**src/pkg/dosc_pkg.sv**
```systemverilog
// Package of constants and types for the dual oscillator clock switch.
package dosc_pkg;
  // Register byte addresses on the APB.
  localparam logic [7:0] CTRL_ADDR = 8'h00;
  localparam logic [7:0] SUPPLY_ADDR = 8'h04;
  localparam logic [7:0] STATUS_ADDR = 8'h08;
  // Control register field positions.
  localparam int CORE_VOLT_SEL_BIT = 0;
  localparam int FAST_OSC_EN_BIT = 2;
  localparam int CLKSEL_BIT = 3;
  // Supply register field position.
  localparam int REG_SUPPLY_SEL_BIT = 2;
  // Status register field positions.
  localparam int ST_FAST_BIT = 0;
  localparam int ST_RC_BIT = 1;
  localparam int ST_CORE_BIT = 2;
  // Reset values: slow clock, fast oscillator off, low core voltage, normal regulator.
  localparam logic RST_BIT = 1'h0;
  localparam logic [31:0] ZERO_WORD = 32'h0;
  // Nominal oscillator figures in kHz, for reference only; the bench does not use them.
  localparam real SLOW_XTAL_KHZ = 32.768;
  localparam real SLOW_RC_KHZ = 60.0;
  localparam real FAST_RC_KHZ = 1800.0;
  localparam real FAST_CER_MAX_KHZ = 4000.0;
  // Instruction cycle times in microseconds for each source.
  localparam real ICYC_XTAL_US = 61.0;
  localparam real ICYC_RC_US = 33.0;
  localparam real ICYC_FAST_US = 0.5;
  // Source clock periods that make one instruction cycle.
  localparam int PERIODS_PER_ICYC = 2;

  // States of the glitch-free source multiplexer.
  typedef enum {MUX_SLOW, MUX_TO_FAST, MUX_FAST, MUX_TO_SLOW} dosc_mux_type;

  // Whole state of the block.
  typedef struct packed {
    logic core_volt_sel;
    logic fast_osc_en;
    logic clksel;
    logic reg_supply_sel;
    logic rc_opt;
    logic strap_done;
    logic ls;
    logic hs;
    dosc_mux_type mux;
    logic cpu_clk;
    logic cpu_clk_prev;
    logic phase;
    logic tick;
    logic core_high;
    logic pready;
    logic pslverr;
    logic [31:0] prdata;
  } dosc_state_type;
endpackage

```
**src/logic/dosc_top.sv**
```systemverilog
// Dual oscillator clock switch with APB control registers.
//
// How it works
// CPU clock comes from slow or fast oscillator per clock select bit.
// Slow oscillator is 32.768 kHz crystal or 60 kHz RC by option.
// Fast oscillator also feeds the timer and clock output pin.
// Fast oscillator enable bit starts or stops the fast oscillator.
// Core voltage select gives 1.35 V for slow, 2.25 V for fast.
// Software raises core voltage, waits 2.5 ms, then enables fast oscillator.
// Software waits 5 ms after enable before selecting the fast clock.
// Returning: select slow, disable fast, lower voltage, then regulator mode.
// Supply 0.9 V to 1.4 V: regulator only in booster-supply mode.
// Supply 1.4 V to 2.3 V with slow clock: regulator in normal mode.
// Supply 2.3 V to 3.6 V: normal mode for either clock.
// Software picks booster-supply mode when the supply detector sees a drop.
// Instruction cycle lasts two source periods: 61, 33 or 0.5 us.
// Fast select ignored while core voltage low and fast oscillator off.
// RC slow option fixes core voltage high regardless of select bit.
// Reset clears clock select, oscillator enable and voltage select.
// Regulator supply select 1 gives booster supply, 0 gives main supply.
// Source change happens only while both oscillator clocks are low.
//
// Our own choices: the register offsets and the APB register port.
`timescale 1ns/1ps
module dosc_top (
  // Clock and reset.
  input wire logic CLK_SYS,
  input wire logic RSTN,
  // APB slave.
  input wire logic PSEL,
  input wire logic PENABLE,
  input wire logic PWRITE,
  input wire logic [7:0] PADDR,
  input wire logic [31:0] PWDATA,
  output logic PREADY,
  output logic [31:0] PRDATA,
  output logic PSLVERR,
  // Oscillators and mask option.
  input wire logic SLOW_OSC_CLK,
  input wire logic FAST_OSC_CLK,
  input wire logic RC_SLOW_OPTION,
  // Clock and power outputs.
  output logic CPU_CLK,
  output logic FAST_OSC_RUN,
  output logic FAST_PERIPH_CLK,
  output logic CORE_VOLTAGE_HIGH,
  output logic BOOSTER_SUPPLY_MODE,
  output logic INSTR_CYCLE_TICK
);

  dosc_pkg::dosc_state_type s_q;
  dosc_pkg::dosc_state_type s_d;
  logic access;
  logic wr_now;
  logic new_core_volt;
  logic new_fast_en;
  logic both_low;

  ////////////////////////////////////////////////////////////////////////////
  // Next state: bus, control bits, source switch and instruction tick.
  always_comb begin
    s_d = s_q;
    s_d.pready = 1'h0;
    s_d.pslverr = 1'h0;
    s_d.tick = 1'h0;
    access = PSEL && PENABLE;
    wr_now = access && s_q.pready && PWRITE;
    new_core_volt = PWDATA[dosc_pkg::CORE_VOLT_SEL_BIT];
    new_fast_en = PWDATA[dosc_pkg::FAST_OSC_EN_BIT];
    both_low = !s_q.ls && !s_q.hs;
    // The strap is caught on the first edge after reset release.
    if (!s_q.strap_done) begin
      s_d.rc_opt = RC_SLOW_OPTION;
      s_d.strap_done = 1'h1;
    end
    // Sample the oscillators; a disabled fast oscillator stays low.
    s_d.ls = SLOW_OSC_CLK;
    s_d.hs = FAST_OSC_CLK && s_q.fast_osc_en;
    // One wait state, then the answer; read data is loaded with it.
    if (access && !s_q.pready) begin
      s_d.pready = 1'h1;
      s_d.prdata = dosc_pkg::ZERO_WORD;
      case (PADDR)
        dosc_pkg::CTRL_ADDR: begin
          s_d.prdata[dosc_pkg::CORE_VOLT_SEL_BIT] = s_q.core_volt_sel;
          s_d.prdata[dosc_pkg::FAST_OSC_EN_BIT] = s_q.fast_osc_en;
          s_d.prdata[dosc_pkg::CLKSEL_BIT] = s_q.clksel;
        end
        dosc_pkg::SUPPLY_ADDR: begin
          s_d.prdata[dosc_pkg::REG_SUPPLY_SEL_BIT] = s_q.reg_supply_sel;
        end
        dosc_pkg::STATUS_ADDR: begin
          s_d.prdata[dosc_pkg::ST_FAST_BIT] = (s_q.mux == dosc_pkg::MUX_FAST);
          s_d.prdata[dosc_pkg::ST_RC_BIT] = s_q.rc_opt;
          s_d.prdata[dosc_pkg::ST_CORE_BIT] = s_q.core_high;
        end
        default: begin
          s_d.pslverr = 1'h1;
        end
      endcase
    end
    // Writes take effect at the edge where the master sees the answer.
    if (wr_now) begin
      case (PADDR)
        dosc_pkg::CTRL_ADDR: begin
          s_d.core_volt_sel = new_core_volt;
          s_d.fast_osc_en = new_fast_en;
          // A fast request with low voltage and the oscillator off is dropped.
          // The RC option pins the core voltage high, so there the request stands.
          s_d.clksel = PWDATA[dosc_pkg::CLKSEL_BIT] &&
              (new_core_volt || new_fast_en || s_q.rc_opt);
        end
        dosc_pkg::SUPPLY_ADDR: begin
          s_d.reg_supply_sel = PWDATA[dosc_pkg::REG_SUPPLY_SEL_BIT];
        end
        default: begin
          s_d.reg_supply_sel = s_q.reg_supply_sel;
        end
      endcase
    end
    // The old source is followed until both clocks are low, then the new one.
    case (s_q.mux)
      dosc_pkg::MUX_SLOW: begin
        s_d.cpu_clk = s_q.ls;
        if (s_q.clksel) begin
          s_d.mux = dosc_pkg::MUX_TO_FAST;
        end
      end
      dosc_pkg::MUX_TO_FAST: begin
        s_d.cpu_clk = s_q.ls;
        if (!s_q.clksel) begin
          s_d.mux = dosc_pkg::MUX_SLOW;
        end else if (both_low) begin
          s_d.mux = dosc_pkg::MUX_FAST;
        end
      end
      dosc_pkg::MUX_FAST: begin
        s_d.cpu_clk = s_q.hs;
        if (!s_q.clksel) begin
          s_d.mux = dosc_pkg::MUX_TO_SLOW;
        end
      end
      dosc_pkg::MUX_TO_SLOW: begin
        s_d.cpu_clk = s_q.hs;
        if (both_low) begin
          s_d.mux = dosc_pkg::MUX_SLOW;
        end
      end
      default: begin
        s_d.mux = dosc_pkg::MUX_SLOW;
      end
    endcase
    // An instruction cycle ends on every second CPU clock rising edge.
    s_d.cpu_clk_prev = s_q.cpu_clk;
    if (s_q.cpu_clk && !s_q.cpu_clk_prev) begin
      s_d.phase = !s_q.phase;
      s_d.tick = s_q.phase;
    end
    // Core voltage is high when selected or when the RC slow option is fitted.
    s_d.core_high = s_d.core_volt_sel || s_d.rc_opt;
  end

  ////////////////////////////////////////////////////////////////////////////
  // State register; reset gives slow clock, oscillator off and low voltage.
  always_ff @(posedge CLK_SYS or negedge RSTN) begin
    if (!RSTN) begin
      s_q <= '0;
      s_q.mux <= dosc_pkg::MUX_SLOW;
    end else begin
      s_q <= s_d;
    end
  end

  ////////////////////////////////////////////////////////////////////////////
  // Outputs straight from the state register.
  assign PREADY = s_q.pready;
  assign PRDATA = s_q.prdata;
  assign PSLVERR = s_q.pslverr;
  assign CPU_CLK = s_q.cpu_clk;
  assign FAST_OSC_RUN = s_q.fast_osc_en;
  assign FAST_PERIPH_CLK = s_q.hs;
  assign BOOSTER_SUPPLY_MODE = s_q.reg_supply_sel;
  assign INSTR_CYCLE_TICK = s_q.tick;
  assign CORE_VOLTAGE_HIGH = s_q.core_high;
endmodule // dosc_top

```
**config.mk**
```make
export PLATFORM = sky130hd
export DESIGN_NAME = dosc_top
export DESIGN_NICKNAME = d
export VERILOG_FILES = /design/src/pkg/dosc_pkg.sv /design/src/logic/dosc_top.sv
export SDC_FILE = /design/constraint.sdc
export NUM_CORES = 1
export LEC_CHECK = 0
export ABC_CLOCK_PERIOD_IN_PS = 2900
export BUFFER_PORTS_ARGS = -buffer_cell sky130_fd_sc_hd__buf_2
export CORE_AREA = 2 2 55 57
export CTS_CLUSTER_SIZE = 20
export DETAILED_ROUTE_END_ITERATION = 10
export DIE_AREA = 0 0 57 59
export GPL_TIMING_DRIVEN = 0
export PLACE_DENSITY = 0.81
export SLEW_MARGIN = 20
export SYNTH_ARGS = -nofsm -noshare
export SYNTH_HDL_FRONTEND = slang
export SYNTH_SLANG_ARGS = --single-unit
```
**constraint.sdc**
```tcl
create_clock -name CLK_SYS -period 2.9 [get_ports CLK_SYS]
set_clock_uncertainty 0.2 [all_clocks]
set_input_delay 0.435 -clock CLK_SYS [delete_from_list [all_inputs] [get_ports CLK_SYS]]
set_output_delay 0.435 -clock CLK_SYS [all_outputs]
set_load 0.005 [all_outputs]
```
==> flow_summary_export.csv <==
group,metric,value,unit
outcome,outcome,"complete, no violations",
clocking,clk_latency,0.30,ns
sta,timing.fmax,0.487,GHz
detailed_routing,drt-total-wl,1680,um
detailed_routing,avgRoutedWirePerCell,8.42,um
sta,tightest_slew,0.500,ns
placed_design,numPlacedInstances,195,
finish,final_common_cell,"buf_4",
worst_setup_path,crit_arrival,2.05,ns
floorplanning,initial_core_util,40.4,%
power_and_ir_drop,swShare,23.7,%
detailed_routing,drt_iter0_markers,12,
placed_design,numPortBuffers,30,
power_and_ir_drop,p_per_area,382,nW/um^2
placed_design,placed_area,1390,um^2
global_route,grt_pass1_wl,2640,um
sta,fin_tns_setup,0,ns
worst_setup_path,cp_slowest_stage_delay,0.54,ns
worst_setup_path,crit_required,2.90,ns
power_and_ir_drop,p_comb_share,16.2,%
global_route,grt_pass1_vias,614,
sta,finalCriticalPeriod,2.05,ns
power_and_ir_drop,p_leak,0.831,nW
worst_hold_path,min_path_type,"primary input to register",
worst_setup_path,cpMaxStageDelayCell,"or4_1",
worst_setup_path,worst-setup-path-type,"primary input to register",
floorplanning,die_width,57,um
floorplanning,core_area,2710,um^2
finish,final_cell_mix,"buf_4 (32), buf_2 (30), conb_1 (29), dfrtp_1 (21), nand2_1 (10)",
logic_synthesis,synth-seq-cells,21,
clocking,numCtsBuffers,3,
logic_synthesis,synth_seq_area_share,48.0,%
logic_synthesis,syn_area,1090,um^2
placed_design,pre_cts_ws,0.526,ns
global_route,overflow,0,
power_and_ir_drop,pwr-share-clk,25.0,%
power_and_ir_drop,irDropWorstVdd,309,uV
global_route,track_usage,10.3,%
finish,syn2layout_area_growth,29.8,%
clocking,cts.sinks,21,
logic_synthesis,avgSynthCellArea,10.2,um^2
power_and_ir_drop,p_int,0.414,mW
power_and_ir_drop,seqPwrFrac,58.7,%
sta,setup_viol,0,
finish,nets,218,
finish,nFillCells,278,
finish,post_route_cells_drive_above_1_share,44.4,%
floorplanning,row_count,19,
power_and_ir_drop,p_sw,0.128,mW
detailed_routing,drc,0,
floorplanning,io_pins,88,
worst_setup_path,path_buf_inv,1,
clocking,htree_levels,1,
worst_setup_path,critPathMaxFanout,5,
detailed_routing,ant_nets,0,
sta,rsz0062_at_grt,"no",
finish,fin_cells,200,
clocking,cts_setup_buffers,0,
sta,finalHoldViolCount,0,
floorplanning,die_area,3360,um^2
sta,period_share,70.8,%
global_route,grt_max_degree,22,
clocking,root_buffer,"clkbuf_4",
flow_run,cap_viol_max_count,0,
clocking,cts_tree,"done",
worst_setup_path,start_kind,"primary input",
finish,stdcell_area,1420,um^2
placed_design,dpl.hpwl,1420,um
global_route,antenna_found_initial,0,
detailed_routing,vias,765,
sta,relSlewSlack,66.4,%
sta,timing.hold.ws,0.0342,ns
logic_synthesis,netlist_instances,107,
worst_setup_path,cp-end-kind,"register",
logic_synthesis,ys_types,28,
floorplanning,die_h,59,um
clocking,cts_max_path_buffers,2,
detailed_routing,viasPerCell,3.83,
sta,layout_setup_ws,0.847,ns
sta,slew_violations,0,
worst_setup_path,critical_path.top_delay_family,"simple AND/OR/NAND/NOR gates",
placed_design,gp_congestion,0.704,
worst_setup_path,cp_cell_sequence,"buf_2 -> or4_1 -> or3b_4 -> mux2_4 -> or2_1",
detailed_routing,drtPass1Iterations,4,
logic_synthesis,synth_warnings,0,
finish,num_antenna_cells,0,
clocking,clkTransAtPathRegs,0.11,ns
worst register-to-register path: stages, from the launching register on:
cell and delay (ns):
dfrtp_1 0.36, and4_1 0.23, or3b_4 0.42, mux2_4 0.31, or2_1 0.22
state kept, by name (all words and copies together), names as in the netlist:
| register | count |
|---|---|
| CPU_CLK | 1 |
| PSLVERR | 1 |
| BOOSTER_SUPPLY_MODE | 1 |
| INSTR_CYCLE_TICK | 1 |
| FAST_PERIPH_CLK | 1 |
| FAST_OSC_RUN | 1 |
| s_q | 9 |
| PREADY | 1 |
| PRDATA | 4 |
| CORE_VOLTAGE_HIGH | 1 |
stage by stage:
stage / power (mW) / util, %
floorplan: 0.382 / -
global placement: 0.410 / 51.1
detailed placement: 0.412 / 51.1
CTS: 0.548 / 52.4
global route: 0.575 / 52.4
finish: 0.542 / 52.4
final timing paths:
check	startpoint	end	slack [ns]	cells past startpoint
max reg2reg	PREADY$_DFF_PN0_	CORE_VOLTAGE_HIGH$_DFF_PN0_	1.05	4
max	PADDR[2]	CORE_VOLTAGE_HIGH$_DFF_PN0_	0.85	5
max in group asynchronous	RSTN	PRDATA[3]$_DFFE_PN0P_	1.80	2
min	SLOW_OSC_CLK	s_q[72]$_DFF_PN0_	0.03	1
min reg2reg	CPU_CLK$_DFFE_PN0P_	s_q[37]$_DFF_PN0_	0.22	0
min in group asynchronous	RSTN	s_q[73]$_DFF_PN0_	0.40	2
layer usage:
| metal | GRT usage (%) | vias up | part of all wire, % |
|---|---|---|---|
| met5 | 0 | - | 0 |
| met4 | 2.99 | 0 | 0.83 |
| met3 | 4.15 | 2 | 11 |
| met2 | 16.6 | 37 | 46 |
| met1 | 12.8 | 311 | 42 |
| li1 | - | 415 | - |
power groups by stage:
stage	combinational, mW	sequential (mW)	clock, mW
after CTS	0.0884	0.319	0.141
after detailed placement	0.0871	0.325	0
after global routing	0.0999	0.321	0.154
final	0.0881	0.319	0.136
after floorplan	0.0579	0.324	0
after global placement	0.0853	0.325	0
final cells by class:
class | instances | area [um^2] | area share, %
well taps | 31 | 38.8 | 2.73
repair buffers | 31 | 160 | 11.3
clock buffers | 4 | 26.3 | 1.85
multi-input cells | 77 | 415 | 29.2
inverters | 3 | 11.3 | 0.792
flip-flops and latches | 21 | 526 | 37.0
plain buffers | 33 | 244 | 17.2
timing repair:
action / in CTS / in global routing
gates resized for setup: 0 / 0
setup endpoints to repair: 0 / 0
hold endpoints to repair: 21 / 0
hold buffers: 1 / 0
synthesized netlist by cell type:
master	number	area share [%]
o31ai_1	1	0.69
and2b_2	2	1.6
clkbuf_1	1	0.34
nand4_1	2	1.1
nand2b_1	1	0.57
and2_1	1	0.57
or3b_4	1	1.0
nor2_1	5	1.7
or2_1	1	0.57
mux2i_1	1	0.91
nor3_1	1	0.46
nand2_1	10	3.4
o21ai_0	3	1.4
xnor2_1	1	0.80
or4_4	1	1.0
conb_1	2	0.69
inv_1	3	1.0
a21oi_1	2	0.91
mux2_4	1	1.4
or2_2	1	0.57
or4_1	1	0.69
nor3b_1	1	0.69
buf_4	32	22
and4_1	1	0.80
a211oi_1	1	0.69
dfrtp_1	21	48
mux2_2	4	4.1
nand3_1	5	2.3
cell families after synthesis:
logic type | share of synthesized area [%]
AND/OR/NAND/NOR | 17.1
XOR/XNOR | 0.800
other | 0.686
AO/OA/AOI/OAI | 3.66
buffers and inverters | 23.3
flip-flops | 48.0
multiplexers | 6.40
Note: power is estimated with default switching activity, not from simulation.
